==> src/core/phr_pkg.sv <==
// Constants, state type and mixing functions for the health-gated RNG
// Operation
// - Check the entropy source for total failure from start; on failure output nothing
// - Never release a word built from raw bits sampled after a total failure
// - Statistically test the raw bit stream at startup and during operation
// - Physical mode: no output before the startup test passes or after defects
// - Hybrid mode: no output before startup test and seeding finish, or after defects
// - Online test scans every raw bit continuously and detects within bounded time
// - Random words reach the consumer as 8-bit or 16-bit words
// - Physical mode bits are conditioned to near-full entropy per bit
// - Hybrid post-processor emits at most one bit per conditioned input bit
// - Quality class, physical or hybrid, follows the user configuration
// - Hybrid post-processor is fed by the tested physical generator bits
package phr_pkg;
  localparam int unsigned CLK_PERIOD_NS = 10;
  // Longest wait for a raw bit before the source counts as dead
  localparam int unsigned SRC_TIMEOUT_NS = 10000;
  localparam int unsigned SRC_TIMEOUT_CYC = SRC_TIMEOUT_NS / CLK_PERIOD_NS;
  localparam int unsigned TF_RUN_BITS = 32;
  localparam int unsigned WIN_BITS = 256;
  localparam int unsigned WIN_ONES_LO = 96;
  localparam int unsigned WIN_ONES_HI = 160;
  localparam int unsigned SEED_BITS = 256;
  localparam int unsigned FIFO_DEPTH = 16;
  localparam int unsigned WORD_W = 16;
  localparam int unsigned BYTE_W = 8;
  localparam int unsigned PP_W = 64;
  // Arbitrary neutral values
  localparam logic [63:0] PP_INIT = 64'h0123_4567_89ab_cdef;
  localparam logic [63:0] PP_KEY = 64'h5a5a_3c3c_0f0f_9696;
  localparam logic [63:0] PP_OUT_MASK = 64'hf0e1_d2c3_b4a5_9687;

  typedef enum logic [1:0] {
    ST_STARTUP = 2'h0,
    ST_SEED = 2'h1,
    ST_RUN = 2'h3,
    ST_FAIL = 2'h2
  } phr_state_t;

  // State transition of the post-processor, one absorbed bit per call
  function automatic logic [63:0] pp_mix(input logic [63:0] s,
                                         input logic b);
    logic [63:0] t;
    t = s ^ {63'h0, b};
    t = t + {t[50:0], t[63:51]};
    t = t ^ {t[56:0], t[63:57]} ^ PP_KEY;
    return t;
  endfunction : pp_mix

  // Output function of the post-processor
  function automatic logic pp_out(input logic [63:0] s);
    return ^(s & PP_OUT_MASK);
  endfunction : pp_out

  // Ones count of a window lies inside the accepted band
  function automatic logic ones_ok(input int unsigned n);
    return (n >= WIN_ONES_LO) && (n <= WIN_ONES_HI);
  endfunction : ones_ok
endpackage : phr_pkg

==> src/core/phr_fifo_if.sv <==
// Carrier between the generator core and its word FIFO
`timescale 1ns/1ns
interface phr_fifo_if #(
  parameter int unsigned W = 17
);
  logic push_valid;
  logic push_ready;
  logic [W-1:0] push_data;
  logic pop_valid;
  logic pop_ready;
  logic [W-1:0] pop_data;
  logic flush;
  modport writer (
    output push_valid, push_data, pop_ready, flush,
    input push_ready, pop_valid, pop_data
  );
  modport store (
    input push_valid, push_data, pop_ready, flush,
    output push_ready, pop_valid, pop_data
  );
endinterface : phr_fifo_if

==> src/core/phr_fifo.sv <==
// Word FIFO with flush, valid and ready on both sides
`timescale 1ns/1ns
module phr_fifo #(
  parameter int unsigned W = 17,
  parameter int unsigned D = 16
)(
  input wire logic clk_i,
  input wire logic reset_n_i,
  phr_fifo_if.store f
);
  localparam int AW = $clog2(D);
  localparam int CW = $clog2(D + 1);
  logic [W-1:0] mem [D];
  logic [AW-1:0] wr_q, wr_d, rd_q, rd_d;
  logic [CW-1:0] cnt_q, cnt_d;
  logic do_push, do_pop;

  // Honest full and empty from the fill count
  assign f.push_ready = (cnt_q != CW'(D)) && !f.flush;
  assign f.pop_valid = (cnt_q != '0) && !f.flush;
  assign f.pop_data = mem[rd_q];
  assign do_push = f.push_valid && f.push_ready;
  assign do_pop = f.pop_valid && f.pop_ready;

  // Pointer and count update; flush drops everything at once
  always_comb
  begin
    wr_d = wr_q;
    rd_d = rd_q;
    cnt_d = cnt_q;
    if (do_push)
      wr_d = (wr_q == AW'(D - 1)) ? '0 : wr_q + AW'(1);
    if (do_pop)
      rd_d = (rd_q == AW'(D - 1)) ? '0 : rd_q + AW'(1);
    if (do_push && !do_pop)
      cnt_d = cnt_q + CW'(1);
    else if (do_pop && !do_push)
      cnt_d = cnt_q - CW'(1);
    if (f.flush)
    begin
      wr_d = '0;
      rd_d = '0;
      cnt_d = '0;
    end
  end

  // Registers
  always_ff @(posedge clk_i)
  begin
    if (!reset_n_i)
    begin
      wr_q <= '0;
      rd_q <= '0;
      cnt_q <= '0;
    end
    else
    begin
      wr_q <= wr_d;
      rd_q <= rd_d;
      cnt_q <= cnt_d;
    end
  end

  // Storage array, no reset needed
  always_ff @(posedge clk_i)
  begin
    if (do_push)
      mem[wr_q] <= f.push_data;
  end
endmodule : phr_fifo

==> src/core/phr_rng.sv <==
// Health-gated physical and hybrid random word generator
`timescale 1ns/1ns
module phr_rng #(
  parameter int unsigned TF_RUN = phr_pkg::TF_RUN_BITS,
  parameter int unsigned TIMEOUT = phr_pkg::SRC_TIMEOUT_CYC,
  parameter int unsigned WIN = phr_pkg::WIN_BITS,
  parameter int unsigned SEED = phr_pkg::SEED_BITS,
  parameter int unsigned DEPTH = phr_pkg::FIFO_DEPTH
)(
  input wire logic clk_i,
  input wire logic reset_n_i,
  input wire logic raw_bit_i,
  input wire logic raw_toggle_i,
  input wire logic mode_hybrid_i,
  input wire logic word16_i,
  input wire logic rd_ready_i,
  output logic [15:0] rd_data_o,
  output logic rd_wide_o,
  output logic rd_valid_o,
  output logic ready_o,
  output logic fail_o
);
  localparam int RW = $clog2(TF_RUN + 1);
  localparam int IW = $clog2(TIMEOUT + 1);
  localparam int WW = $clog2(WIN);
  localparam int OW = $clog2(WIN + 1);
  localparam int SW = $clog2(SEED + 1);
  localparam int FW = phr_pkg::WORD_W + 1;

  phr_fifo_if #(.W(FW)) fq ();

  logic bit_s1_q, bit_s2_q, tog_s1_q, tog_s2_q, tog_s3_q;
  logic raw_stb, raw_bit;
  logic [2:0] prime_q;
  logic last_bit_q, last_bit_d;
  logic [RW-1:0] run_q, run_d;
  logic [IW-1:0] idle_q, idle_d;
  logic [WW-1:0] win_q, win_d;
  logic [OW-1:0] ones_q, ones_d;
  logic win_ok_q, win_ok_d;
  logic tf_fail_q, tf_fail_d, ol_fail_q, ol_fail_d;
  logic failing;
  logic vn_have_q, vn_have_d, vn_first_q, vn_first_d;
  logic cond_stb, cond_bit;
  phr_pkg::phr_state_t state_q, state_d;
  logic mode_q, mode_d;
  logic [SW-1:0] seed_q, seed_d;
  logic [63:0] pp_q, pp_d;
  logic out_bit, bit_stb, wide_now;
  logic [15:0] asm_q, asm_d;
  logic [4:0] acnt_q, acnt_d;
  logic aw16_q, aw16_d;
  logic [FW-1:0] hold_q, hold_d;
  logic hold_vld_q, hold_vld_d;
  logic [RW-1:0] age_q, age_d;
  logic [15:0] data_d;
  logic wide_d, valid_d, ready_d, fail_d;

  // Source pins pass two flops; third stage only forms the toggle edge
  always_ff @(posedge clk_i)
  begin
    if (!reset_n_i)
    begin
      bit_s1_q <= 1'b0;
      bit_s2_q <= 1'b0;
      tog_s1_q <= 1'b0;
      tog_s2_q <= 1'b0;
      tog_s3_q <= 1'b0;
      prime_q <= 3'h0;
    end
    else
    begin
      prime_q <= {prime_q[1:0], 1'b1};
      bit_s1_q <= raw_bit_i;
      bit_s2_q <= bit_s1_q;
      tog_s1_q <= raw_toggle_i;
      tog_s2_q <= tog_s1_q;
      tog_s3_q <= tog_s2_q;
    end
  end
  // Edge stage is blind until it holds a real pin level; a toggle pin
  // resting high at reset would otherwise look like a fresh raw bit
  assign raw_stb = (tog_s2_q ^ tog_s3_q) && prime_q[2];
  assign raw_bit = bit_s2_q;
  assign failing = tf_fail_q | ol_fail_q | fail_o;

  // Health tests on every raw bit: stuck run, silence, window ones count
  always_comb
  begin
    last_bit_d = last_bit_q;
    run_d = run_q;
    idle_d = idle_q;
    win_d = win_q;
    ones_d = ones_q;
    win_ok_d = win_ok_q;
    tf_fail_d = tf_fail_q;
    ol_fail_d = ol_fail_q;
    if (raw_stb)
    begin
      last_bit_d = raw_bit;
      idle_d = '0;
      run_d = (raw_bit == last_bit_q) ? run_q + RW'(1) : RW'(1);
      if (run_d >= RW'(TF_RUN))
        tf_fail_d = 1'b1;
      ones_d = ones_q + OW'(raw_bit);
      win_d = win_q + WW'(1);
      if (win_q == WW'(WIN - 1))
      begin
        // Window closes; first pass is the startup test
        if (!phr_pkg::ones_ok(int'(ones_d)))
          ol_fail_d = 1'b1;
        else
          win_ok_d = 1'b1;
        ones_d = '0;
        win_d = '0;
      end
    end
    else if (idle_q != IW'(TIMEOUT))
      idle_d = idle_q + IW'(1);
    else
      tf_fail_d = 1'b1;
  end

  // Von Neumann pairing removes bias before any use
  always_comb
  begin
    vn_have_d = vn_have_q;
    vn_first_d = vn_first_q;
    cond_stb = 1'b0;
    cond_bit = vn_first_q;
    if (raw_stb)
    begin
      vn_have_d = !vn_have_q;
      vn_first_d = vn_have_q ? vn_first_q : raw_bit;
      cond_stb = vn_have_q && (vn_first_q != raw_bit);
    end
  end

  // Mode latch, seeding and post-processor state
  always_comb
  begin
    state_d = state_q;
    mode_d = mode_q;
    seed_d = seed_q;
    pp_d = pp_q;
    case (state_q)
      phr_pkg::ST_STARTUP:
      begin
        mode_d = mode_hybrid_i;
        if (win_ok_q)
          state_d = mode_hybrid_i ? phr_pkg::ST_SEED : phr_pkg::ST_RUN;
      end
      phr_pkg::ST_SEED:
      begin
        if (cond_stb)
          seed_d = seed_q + SW'(1);
        if (seed_q == SW'(SEED))
          state_d = phr_pkg::ST_RUN;
      end
      phr_pkg::ST_RUN: state_d = phr_pkg::ST_RUN;
      phr_pkg::ST_FAIL: state_d = phr_pkg::ST_FAIL;
      default: state_d = phr_pkg::ST_FAIL;
    endcase
    // Only conditioned physical bits, one per step, feed the state
    if (mode_q && cond_stb && state_q != phr_pkg::ST_STARTUP)
      pp_d = phr_pkg::pp_mix(pp_q, cond_bit);
    if (failing)
      state_d = phr_pkg::ST_FAIL;
  end
  assign out_bit = mode_q ? phr_pkg::pp_out(pp_d) : cond_bit;
  assign bit_stb = cond_stb && (state_q == phr_pkg::ST_RUN) &&
                   !hold_vld_q && !failing;
  assign wide_now = (acnt_q == 5'h0) ? word16_i : aw16_q;

  // Word assembly and hold stage; a word waits TF_RUN raw bits so that
  // a stuck source starting inside it is caught before release
  always_comb
  begin
    asm_d = asm_q;
    acnt_d = acnt_q;
    aw16_d = wide_now;
    hold_d = hold_q;
    hold_vld_d = hold_vld_q;
    age_d = age_q;
    if (hold_vld_q && raw_stb && age_q != RW'(TF_RUN))
      age_d = age_q + RW'(1);
    if (fq.push_valid && fq.push_ready)
      hold_vld_d = 1'b0;
    if (bit_stb)
    begin
      asm_d = {asm_q[14:0], out_bit};
      acnt_d = acnt_q + 5'h1;
      if (acnt_d == (wide_now ? 5'h10 : 5'h08))
      begin
        hold_d = {wide_now, asm_d};
        hold_vld_d = 1'b1;
        age_d = '0;
        asm_d = '0;
        acnt_d = '0;
      end
    end
    if (failing)
    begin
      hold_vld_d = 1'b0;
      acnt_d = '0;
      asm_d = '0;
    end
  end
  assign fq.push_valid = hold_vld_q && (age_q == RW'(TF_RUN)) && !failing;
  assign fq.push_data = hold_q;
  assign fq.flush = failing;
  assign fq.pop_ready = (!rd_valid_o || rd_ready_i) && !failing;

  // Consumer output stage and status flags
  always_comb
  begin
    data_d = rd_data_o;
    wide_d = rd_wide_o;
    valid_d = rd_valid_o && !rd_ready_i;
    if (fq.pop_valid && fq.pop_ready)
    begin
      data_d = fq.pop_data[15:0];
      wide_d = fq.pop_data[16];
      valid_d = 1'b1;
    end
    if (failing)
    begin
      valid_d = 1'b0;
      data_d = '0;
    end
    ready_d = (state_q == phr_pkg::ST_RUN) && !failing;
    fail_d = fail_o | tf_fail_q | ol_fail_q;
  end

  phr_fifo #(.W(FW), .D(DEPTH)) u_fifo (
    .clk_i(clk_i),
    .reset_n_i(reset_n_i),
    .f(fq.store)
  );

  // All state registers past the source synchronizer
  always_ff @(posedge clk_i)
  begin
    if (!reset_n_i)
    begin
      last_bit_q <= 1'b0;
      run_q <= '0;
      idle_q <= '0;
      win_q <= '0;
      ones_q <= '0;
      win_ok_q <= 1'b0;
      tf_fail_q <= 1'b0;
      ol_fail_q <= 1'b0;
      vn_have_q <= 1'b0;
      vn_first_q <= 1'b0;
      state_q <= phr_pkg::ST_STARTUP;
      mode_q <= 1'b0;
      seed_q <= '0;
      pp_q <= phr_pkg::PP_INIT;
      asm_q <= '0;
      acnt_q <= '0;
      aw16_q <= 1'b0;
      hold_q <= '0;
      hold_vld_q <= 1'b0;
      age_q <= '0;
      rd_data_o <= '0;
      rd_wide_o <= 1'b0;
      rd_valid_o <= 1'b0;
      ready_o <= 1'b0;
      fail_o <= 1'b0;
    end
    else
    begin
      last_bit_q <= last_bit_d;
      run_q <= run_d;
      idle_q <= idle_d;
      win_q <= win_d;
      ones_q <= ones_d;
      win_ok_q <= win_ok_d;
      tf_fail_q <= tf_fail_d;
      ol_fail_q <= ol_fail_d;
      vn_have_q <= vn_have_d;
      vn_first_q <= vn_first_d;
      state_q <= state_d;
      mode_q <= mode_d;
      seed_q <= seed_d;
      pp_q <= pp_d;
      asm_q <= asm_d;
      acnt_q <= acnt_d;
      aw16_q <= aw16_d;
      hold_q <= hold_d;
      hold_vld_q <= hold_vld_d;
      age_q <= age_d;
      rd_data_o <= data_d;
      rd_wide_o <= wide_d;
      rd_valid_o <= valid_d;
      ready_o <= ready_d;
      fail_o <= fail_d;
    end
  end

  property p_tf_block;
    @(posedge clk_i) disable iff (!reset_n_i)
    tf_fail_q |=> !rd_valid_o [*4];
  endproperty
  a_tf_block: assert property (p_tf_block)
    else $error("output valid after total failure");

  property p_stuck_run;
    @(posedge clk_i) disable iff (!reset_n_i)
    raw_stb && raw_bit == last_bit_q && run_q == RW'(TF_RUN - 1)
      |=> tf_fail_q ##1 fail_o;
  endproperty
  a_stuck_run: assert property (p_stuck_run)
    else $error("stuck source not flagged");

  property p_push_aged;
    @(posedge clk_i) disable iff (!reset_n_i)
    fq.push_valid |-> age_q == RW'(TF_RUN) && !tf_fail_q;
  endproperty
  a_push_aged: assert property (p_push_aged)
    else $error("word released before aging");

  property p_window_fail;
    @(posedge clk_i) disable iff (!reset_n_i)
    raw_stb && win_q == WW'(WIN - 1) &&
      !phr_pkg::ones_ok(int'(ones_q) + int'(raw_bit)) |=> ol_fail_q;
  endproperty
  a_window_fail: assert property (p_window_fail)
    else $error("window defect not flagged");

  property p_startup_block;
    @(posedge clk_i) disable iff (!reset_n_i)
    !win_ok_q |-> !rd_valid_o && !fq.push_valid;
  endproperty
  a_startup_block: assert property (p_startup_block)
    else $error("output before startup test");

  property p_seeded;
    @(posedge clk_i) disable iff (!reset_n_i)
    mode_q && $rose(state_q == phr_pkg::ST_RUN) |-> seed_q == SW'(SEED);
  endproperty
  a_seeded: assert property (p_seeded)
    else $error("hybrid run before seeding");

  property p_scan_all;
    @(posedge clk_i) disable iff (!reset_n_i)
    raw_stb |=> win_q != $past(win_q) && idle_q == '0;
  endproperty
  a_scan_all: assert property (p_scan_all)
    else $error("raw bit not scanned");

  property p_narrow;
    @(posedge clk_i) disable iff (!reset_n_i)
    rd_valid_o && !rd_wide_o |-> rd_data_o[15:8] == 8'h00;
  endproperty
  a_narrow: assert property (p_narrow)
    else $error("byte word has upper bits set");

  property p_unbiased;
    @(posedge clk_i) disable iff (!reset_n_i)
    cond_stb |-> vn_have_q && raw_bit != vn_first_q;
  endproperty
  a_unbiased: assert property (p_unbiased)
    else $error("conditioned bit from equal pair");

  property p_pp_feed;
    @(posedge clk_i) disable iff (!reset_n_i)
    !cond_stb |=> $stable(pp_q);
  endproperty
  a_pp_feed: assert property (p_pp_feed)
    else $error("post-processor moved without input");

  property p_mode_cfg;
    @(posedge clk_i) disable iff (!reset_n_i)
    state_q == phr_pkg::ST_STARTUP |=> mode_q == $past(mode_hybrid_i);
  endproperty
  a_mode_cfg: assert property (p_mode_cfg)
    else $error("mode not taken from configuration");

  property p_sticky;
    @(posedge clk_i) disable iff (!reset_n_i)
    (tf_fail_q || ol_fail_q) |=> fail_o [*8];
  endproperty
  a_sticky: assert property (p_sticky)
    else $error("failure flag not sticky");
endmodule : phr_rng

==> config.mk <==
export PLATFORM = sky130hd
export DESIGN_NAME = phr_rng
export DESIGN_NICKNAME = d
export VERILOG_FILES = /design/src/core/phr_pkg.sv /design/src/core/phr_fifo_if.sv /design/src/core/phr_fifo.sv /design/src/core/phr_rng.sv
export SDC_FILE = /design/constraint.sdc
export NUM_CORES = 1
export LEC_CHECK = 0
export ABC_AREA = 1
export BUFFER_PORTS_ARGS = -buffer_cell sky130_fd_sc_hd__buf_2
export CORE_MARGIN = 2
export CORE_UTILIZATION = 45
export DETAILED_ROUTE_END_ITERATION = 8
export GPL_TIMING_DRIVEN = 0
export HOLD_SLACK_MARGIN = 0.03
export MAX_ROUTING_LAYER = met4
export PLACE_DENSITY = 0.64
export SLEW_MARGIN = 20
export SYNTH_ARGS = -nofsm -noshare
export SYNTH_HDL_FRONTEND = slang
export SYNTH_HIERARCHICAL = 1
export SYNTH_SLANG_ARGS = --single-unit
==> constraint.sdc <==
create_clock -name clk_i -period 8.9 [get_ports clk_i]
set_input_delay 0.89 -clock clk_i [delete_from_list [all_inputs] [get_ports clk_i]]
set_output_delay 0.89 -clock clk_i [all_outputs]
set_load 0.01 [all_outputs]
* After elaboration in Yosys (flattened, before gate mapping) *
Memory sizes are Yosys's and may differ from the RTL's. A register that Yosys moved wholly into a read port is not among the register bits.
Cells that the tools add are included.

word-level totals
  output and inout bits = 20
  memories = 1
  bits in writable memories = 272
  flip-flop bits (word level) = 201
  input bits = 7
  logic and storage cells = 163

cells by class
  eq/ne operators = 20
  multiplexer cells = 34
  reductions and logical operators = 45
  order comparisons = 3
  add/sub/neg operators = 12
  bitwise operators = 11

memory list
  memory      words  bits a word  rd ports  clocked after Yosys merged registers in  write ports  line            RTL
  u_fifo.mem  16     17           1         1                                        1            phr_fifo.sv:13  logic [W-1:0] mem [D];

operators by type and width
  cell                                                            number
  adder 64 bit                                                    1
  two-way mux 64 bit                                              1
  XOR reduction 64 bit                                            1
  XOR 64 x 1 -> 64 bit                                            1
  XOR 64 bit                                                      1
  inverter 32 bit                                                 1
  two-way mux 6 bit                                               4
  logical AND 1 bit                                               21
  two-way mux 5 bit                                               4
  two-way mux 4 bit                                               4
  two-way mux 15 bit                                              1
  two-way mux 1 bit                                               13
  adder 6 x 1 -> 6 bit, second input constant                     2
  AND reduction 2 bit                                             6
  adder 10 x 1 -> 10 bit, second input constant                   1
  adder 5 x 1 -> 5 bit, second input constant                     2
  != test 10 bit, second input constant                           1
  adder 9 x 1 -> 9 bit                                            1
  adder 9 x 1 -> 9 bit, second input constant                     1
  == test 9 bit, second input constant                            1
  >= comparator 9 x 7 -> 1 bit, second input constant             1
  less-or-equal comparator 9 x 8 -> 1 bit, second input constant  1
  two-way mux 9 bit                                               1
  adder 4 x 1 -> 4 bit, second input constant                     2
  other kinds (30)                                                52

* Longest topological paths before layout *
  word-level depth = 9
  mapped depth = 34
  depth with buffers taken out = 34

* By module *
The synthesis kept the hierarchy.

by module, submodules not included
  module    area each (um^2)  seq. area each (um^2)  cells an instance  times used
  phr_rng   14978.1           3763.6                 2592               1
  phr_fifo  12599.6           8508.2                 1254               1

* Worst setup path before layout *
Ideal clock, no wire load.

  path type = register to register
  from = register vn_first_q, in the netlist cond_bit
  to = register asm_q[0]
  clock period less this slack = 3.197 ns
  library setup time = 0.131 ns
  data arrival time = 3.066 ns
  slack = 5.703 ns
  stages on the path, launching flop included = 33
  data required time = 8.769 ns
  path buffers = 0
  cell sequence = dfxtp_1 > xor2_1 > ha_1 > inv_1 > fa_1 > inv_1 > nand3_1 > nand2_1 > nand2_1 > nand2_1 > nand2_2 > nand2_4 > nand2_2 > nand2_2 > nand2_2 > nand2_2 > nand2_1 > nand2_1 > nand2_1 > nand3_1 > nand2_1 > nand2_1 > nand2_2 > inv_1 > nand2_1 > nand2_1 > nand2_1 > nand2_1 > nand2_1 > nand3_1 > nand3_2 > nand3_2 > a21oi_2

between the ends
  longest elaborated chain between the ends = 9
  elaborated cells on any way between the ends = 16
  classes of those cells = add/sub (1); eq/ne (1); mux (4); bitwise (3); reduce/logical (7)

ends and longest elaborated chain
  what                                                  line            RTL
  start, declared                                       phr_rng.sv:43   logic vn_have_q, vn_have_d, vn_first_q, vn_first_d;
  start signal, assigned                                phr_rng.sv:283  vn_first_q <= vn_first_d;
  branches (longest 9 deep; another with adder 64 bit)  --
  end signal, assigned                                  phr_rng.sv:288  asm_q <= asm_d;
  end, declared                                         phr_rng.sv:50   logic [15:0] asm_q, asm_d;

Parallel ways; which one is timed is not known.
A chain may end at the register's enable or synchronous reset.

* Worst setup path after layout *
Same ends and word-level chain as after synthesis.

==> results by group <==
Global routing
  – Largest net degree at the start of global routing: 18
  – Vias in the first global route: 22687
  – GR Util All Layers: 28.3%
  – Initial antenna violation count: 1
  – GRT overflow: 0
  – Global-route wire length before repair: 132000 microns

Logic synthesis
  – Sequential element share of the synthesized area: 44.5%
  – YS warnings: 6
  – Syn_nets: 3940
  – Area contributors post-synth: edfxtp_1, nand2_1, dfxtp_1, inv_1, nand3_1
  – Top_reg_cell synth: edfxtp_1
  – Commonest cells in the netlist: nand2_1, inv_1, nand3_1
  – Synth Register Bits: 477
  – Fraction of registers with async set or reset after synthesis: 0%
  – Distinct cells, synth: 54
  – Most common cell in the synthesized netlist: nand2_1
  – Avg Synthesized Cell Area: 7.17 sq um
  – Synth area leader: edfxtp_1
  – EDFF count, synth: 272
  – Share of the synthesized area in the top cell type: 29.6%
  – Mapped Cells: 3846
  – Synth Cell Area: 0.0276 sq mm

Power and ir drop
  – Net Switching: 0.00183 W
  – Reg power frac: 42.4%
  – Sw Share: 32.2%
  – Logic pwr share: 22.0%
  – Cell Pwr Density: 186 mW/mm^2
  – Peak supply drop: 0.159 mV
  – Lkg Pwr: 14.9 nW
  – Power Internal: 0.00385 W
  – Clock share of power: 35.5%

Worst setup path
  – Reg2Reg Setup Slack: 4250 ps
  – Startpoint Class: flip-flop
  – Crit path DAT: 5100 ps
  – Crit. End Element: flip-flop
  – Dominant delay contributor by cell family on the critical path: simple AND/OR/NAND/NOR gates
  – Critical Path Slowest Stage Cell: xor2_1
  – Cell mode on critical path: nand2_1
  – Critical Path RT: 9350 ps
  – Reg2reg end: asm_q[0]$_SDFFE_PP0P_
  – Worst Reg2Reg Path Length in Cells: 30
  – Worst r2r src: cond_bit$_SDFFE_PN0P_
  – Largest fanout on the critical path: 5
  – Setup Crit Path Kind: reg2reg
  – Critical path buffer and inverter count: 2
  – Slowest stage delay, CP: 510 ps

Outcome
  – Status: complete, no violations

Clocking
  – Clock root buffer: clkbuf_16
  – H-tree levels: 2
  – Clock sink total: 477
  – Clock Latency Late Sink: 600 ps
  – Resize count post-CTS: 0
  – CTS tree: yes
  – Worst-path clk slew: 60 ps
  – Cts hold-fix bufs: 0
  – Post-CTS Setup Bufs: 0
  – CTS buffer count: 49
  – Clock buffer depth: 3

Die
  – Die Span Y: 252 microns
  – Die area: 0.0633 sq mm
  – Rows: 90
  – CORE AREA: 0.0605 sq mm
  – Initial Util: 45.6%
  – Num ports: 27
  – Chip width: 252 microns

Placement
  – Hpwl dp: 66600 microns
  – GPL Wtd Cong: 1.04
  – Port Buffers: 26

Routing
  – Wire per inst: 18.4 microns
  – Via density: 5.21
  – DR pass1 iterations: 5
  – DRC: 0
  – Antenna Nets Post-Route: 0
  – Total wire length: 87600 microns
  – DR vias: 24820
  – Initial DRC Count: 2760

STA
  – Hold slack: 409 ps
  – Final setup violation count: 0
  – Fin Clk Skew: 19.0 ps
  – Least-Margin Pin Slew: 950 ps
  – F_max: 0.215 GHz
  – Sum Neg Setup Slack: 0 ps
  – Endpoints failing hold: 0
  – Pins Over Slew Limit: 0
  – Fin crit share: 52.3%
  – Post-layout min period: 4650 ps
  – Max_slew headroom: 36.6%
  – RSZ-0062 raised after global routing: false

Flow run
  – Max-cap violations: 0

Worst hold path
  – Hold crit path type: reg2reg
  – HP Start: tog_s1_q$_SDFF_PN0_
  – Cells on Worst Hold Path: 2
  – WHS Endpoint: tog_s2_q$_SDFF_PN0_

Final layout
  – Area Overhead vs Synth: 10.5%
  – Share of post-route cells with drive strength above 1: 7.67%
  – Final net count: 4029
==> tightest hold or removal path, stage by stage, from the launching register on <==
cell	delay, ps
dfxtp_1	300
nand2_1	40
inv_1	40
==> power by group through the flow <==
stage	logic [W]	clock network [W]	registers (W)
detailed placement	0.00123	0	0.00246
global placement	0.00122	0	0.00246
finish	0.00125	0.00202	0.00241
global route	0.00136	0.00212	0.00242
CTS	0.00123	0.00205	0.00241
floorplan	0.000743	0	0.00247
==> registers in the layout, indices dropped and copies added, names as in the netlist, 8 cells and up, named ones only <==
register / count
asm_q: 15
win_q: 8
ones_q: 9
idle_q: 10
u_fifo/mem: 272
rd_data_o: 16
pp_q: 64
fq.push_data: 17
seed_q: 9
==> cell usage in the layout (no fill, tap or decap), types with 9 or more instances in the layout <==
master,count
o21ai_0,90
clkinv_1,13
nand3_2,11
inv_2,14
buf_4,10
edfxtp_1,272
clkinv_2,12
dfxtp_1,205
nor3_1,26
a21oi_1,152
nand3_1,391
clkbuf_1,50
buf_1,14
xor2_1,42
o21bai_1,14
nor2_1,197
nand2_1,1399
nand2_2,42
ha_1,85
or2_2,26
nor2_2,29
nor4_1,9
clkbuf_16,50
nand4_1,18
inv_1,630
xnor2_1,12
buf_2,56
==> final cells by class <==
class                   instances  area [sq um]
well taps                     782           978
diodes                          2          5.00
fillers                      5981         30000
clock inverters                24           178
flip-flops and latches        477         12300
repair buffers                 38           288
plain buffers                  99           454
inverters                     653          2450
multi-input cells            2617         12500
clock buffers                  68          1400
==> cell families (layout without fill, tap and decap cells) <==
kind of cell / after synthesis / count (layout) / share of synthesized area (%)
compound gates: 294 / 294 / 5.80
flops: 477 / 477 / 44.5
other cells: 0 / 2 / 0
buf+inv: 752 / 882 / 10.5
fa+ha+maj: 87 / 87 / 4.00
simple gates: 2181 / 2181 / 33.4
xor+xnor: 55 / 55 / 1.77
==> layer usage <==
layer	track usage, %	wire length [microns]
met2	43.6	38400
met5	-	0
met1	38.1	38300
met3	3.28	6920
met4	11.2	3950
==> worst max path at each step <==
stage                                startpoint                    end  cells after the start  slack, ps
after floorplan           cond_bit$_SDFFE_PN0P_  asm_q[0]$_SDFFE_PP0P_                     32       5700
after global placement    cond_bit$_SDFFE_PN0P_  asm_q[0]$_SDFFE_PP0P_                     30       4350
after detailed placement  cond_bit$_SDFFE_PN0P_  asm_q[0]$_SDFFE_PP0P_                     30       4300
final                     cond_bit$_SDFFE_PN0P_  asm_q[0]$_SDFFE_PP0P_                     30       4250
after global routing      cond_bit$_SDFFE_PN0P_  asm_q[0]$_SDFFE_PP0P_                     30       3770
after CTS                 cond_bit$_SDFFE_PN0P_  asm_q[0]$_SDFFE_PP0P_                     30       4260
==> per-stage QoR <==
| step | instance area, sq um | worst slack (ps) | std cells | power, W | utilization [%] |
|---|---|---|---|---|---|
| after CTS | 30500 | 4260 | 4758 | 0.00569 | 50.4 |
| after global placement | 28700 | 4350 | 4654 | 0.00367 | 47.4 |
| final | 30500 | 4250 | 4760 | 0.00568 | 50.4 |
| after detailed placement | 28900 | 4300 | 4666 | 0.00368 | 47.8 |
| after floorplan | 27600 | 5700 | 3846 | 0.00321 | - |
| after global routing | 30500 | 3770 | 4759 | 0.00590 | 50.4 |
No activity file was read; power rests on OpenSTA's default activity.
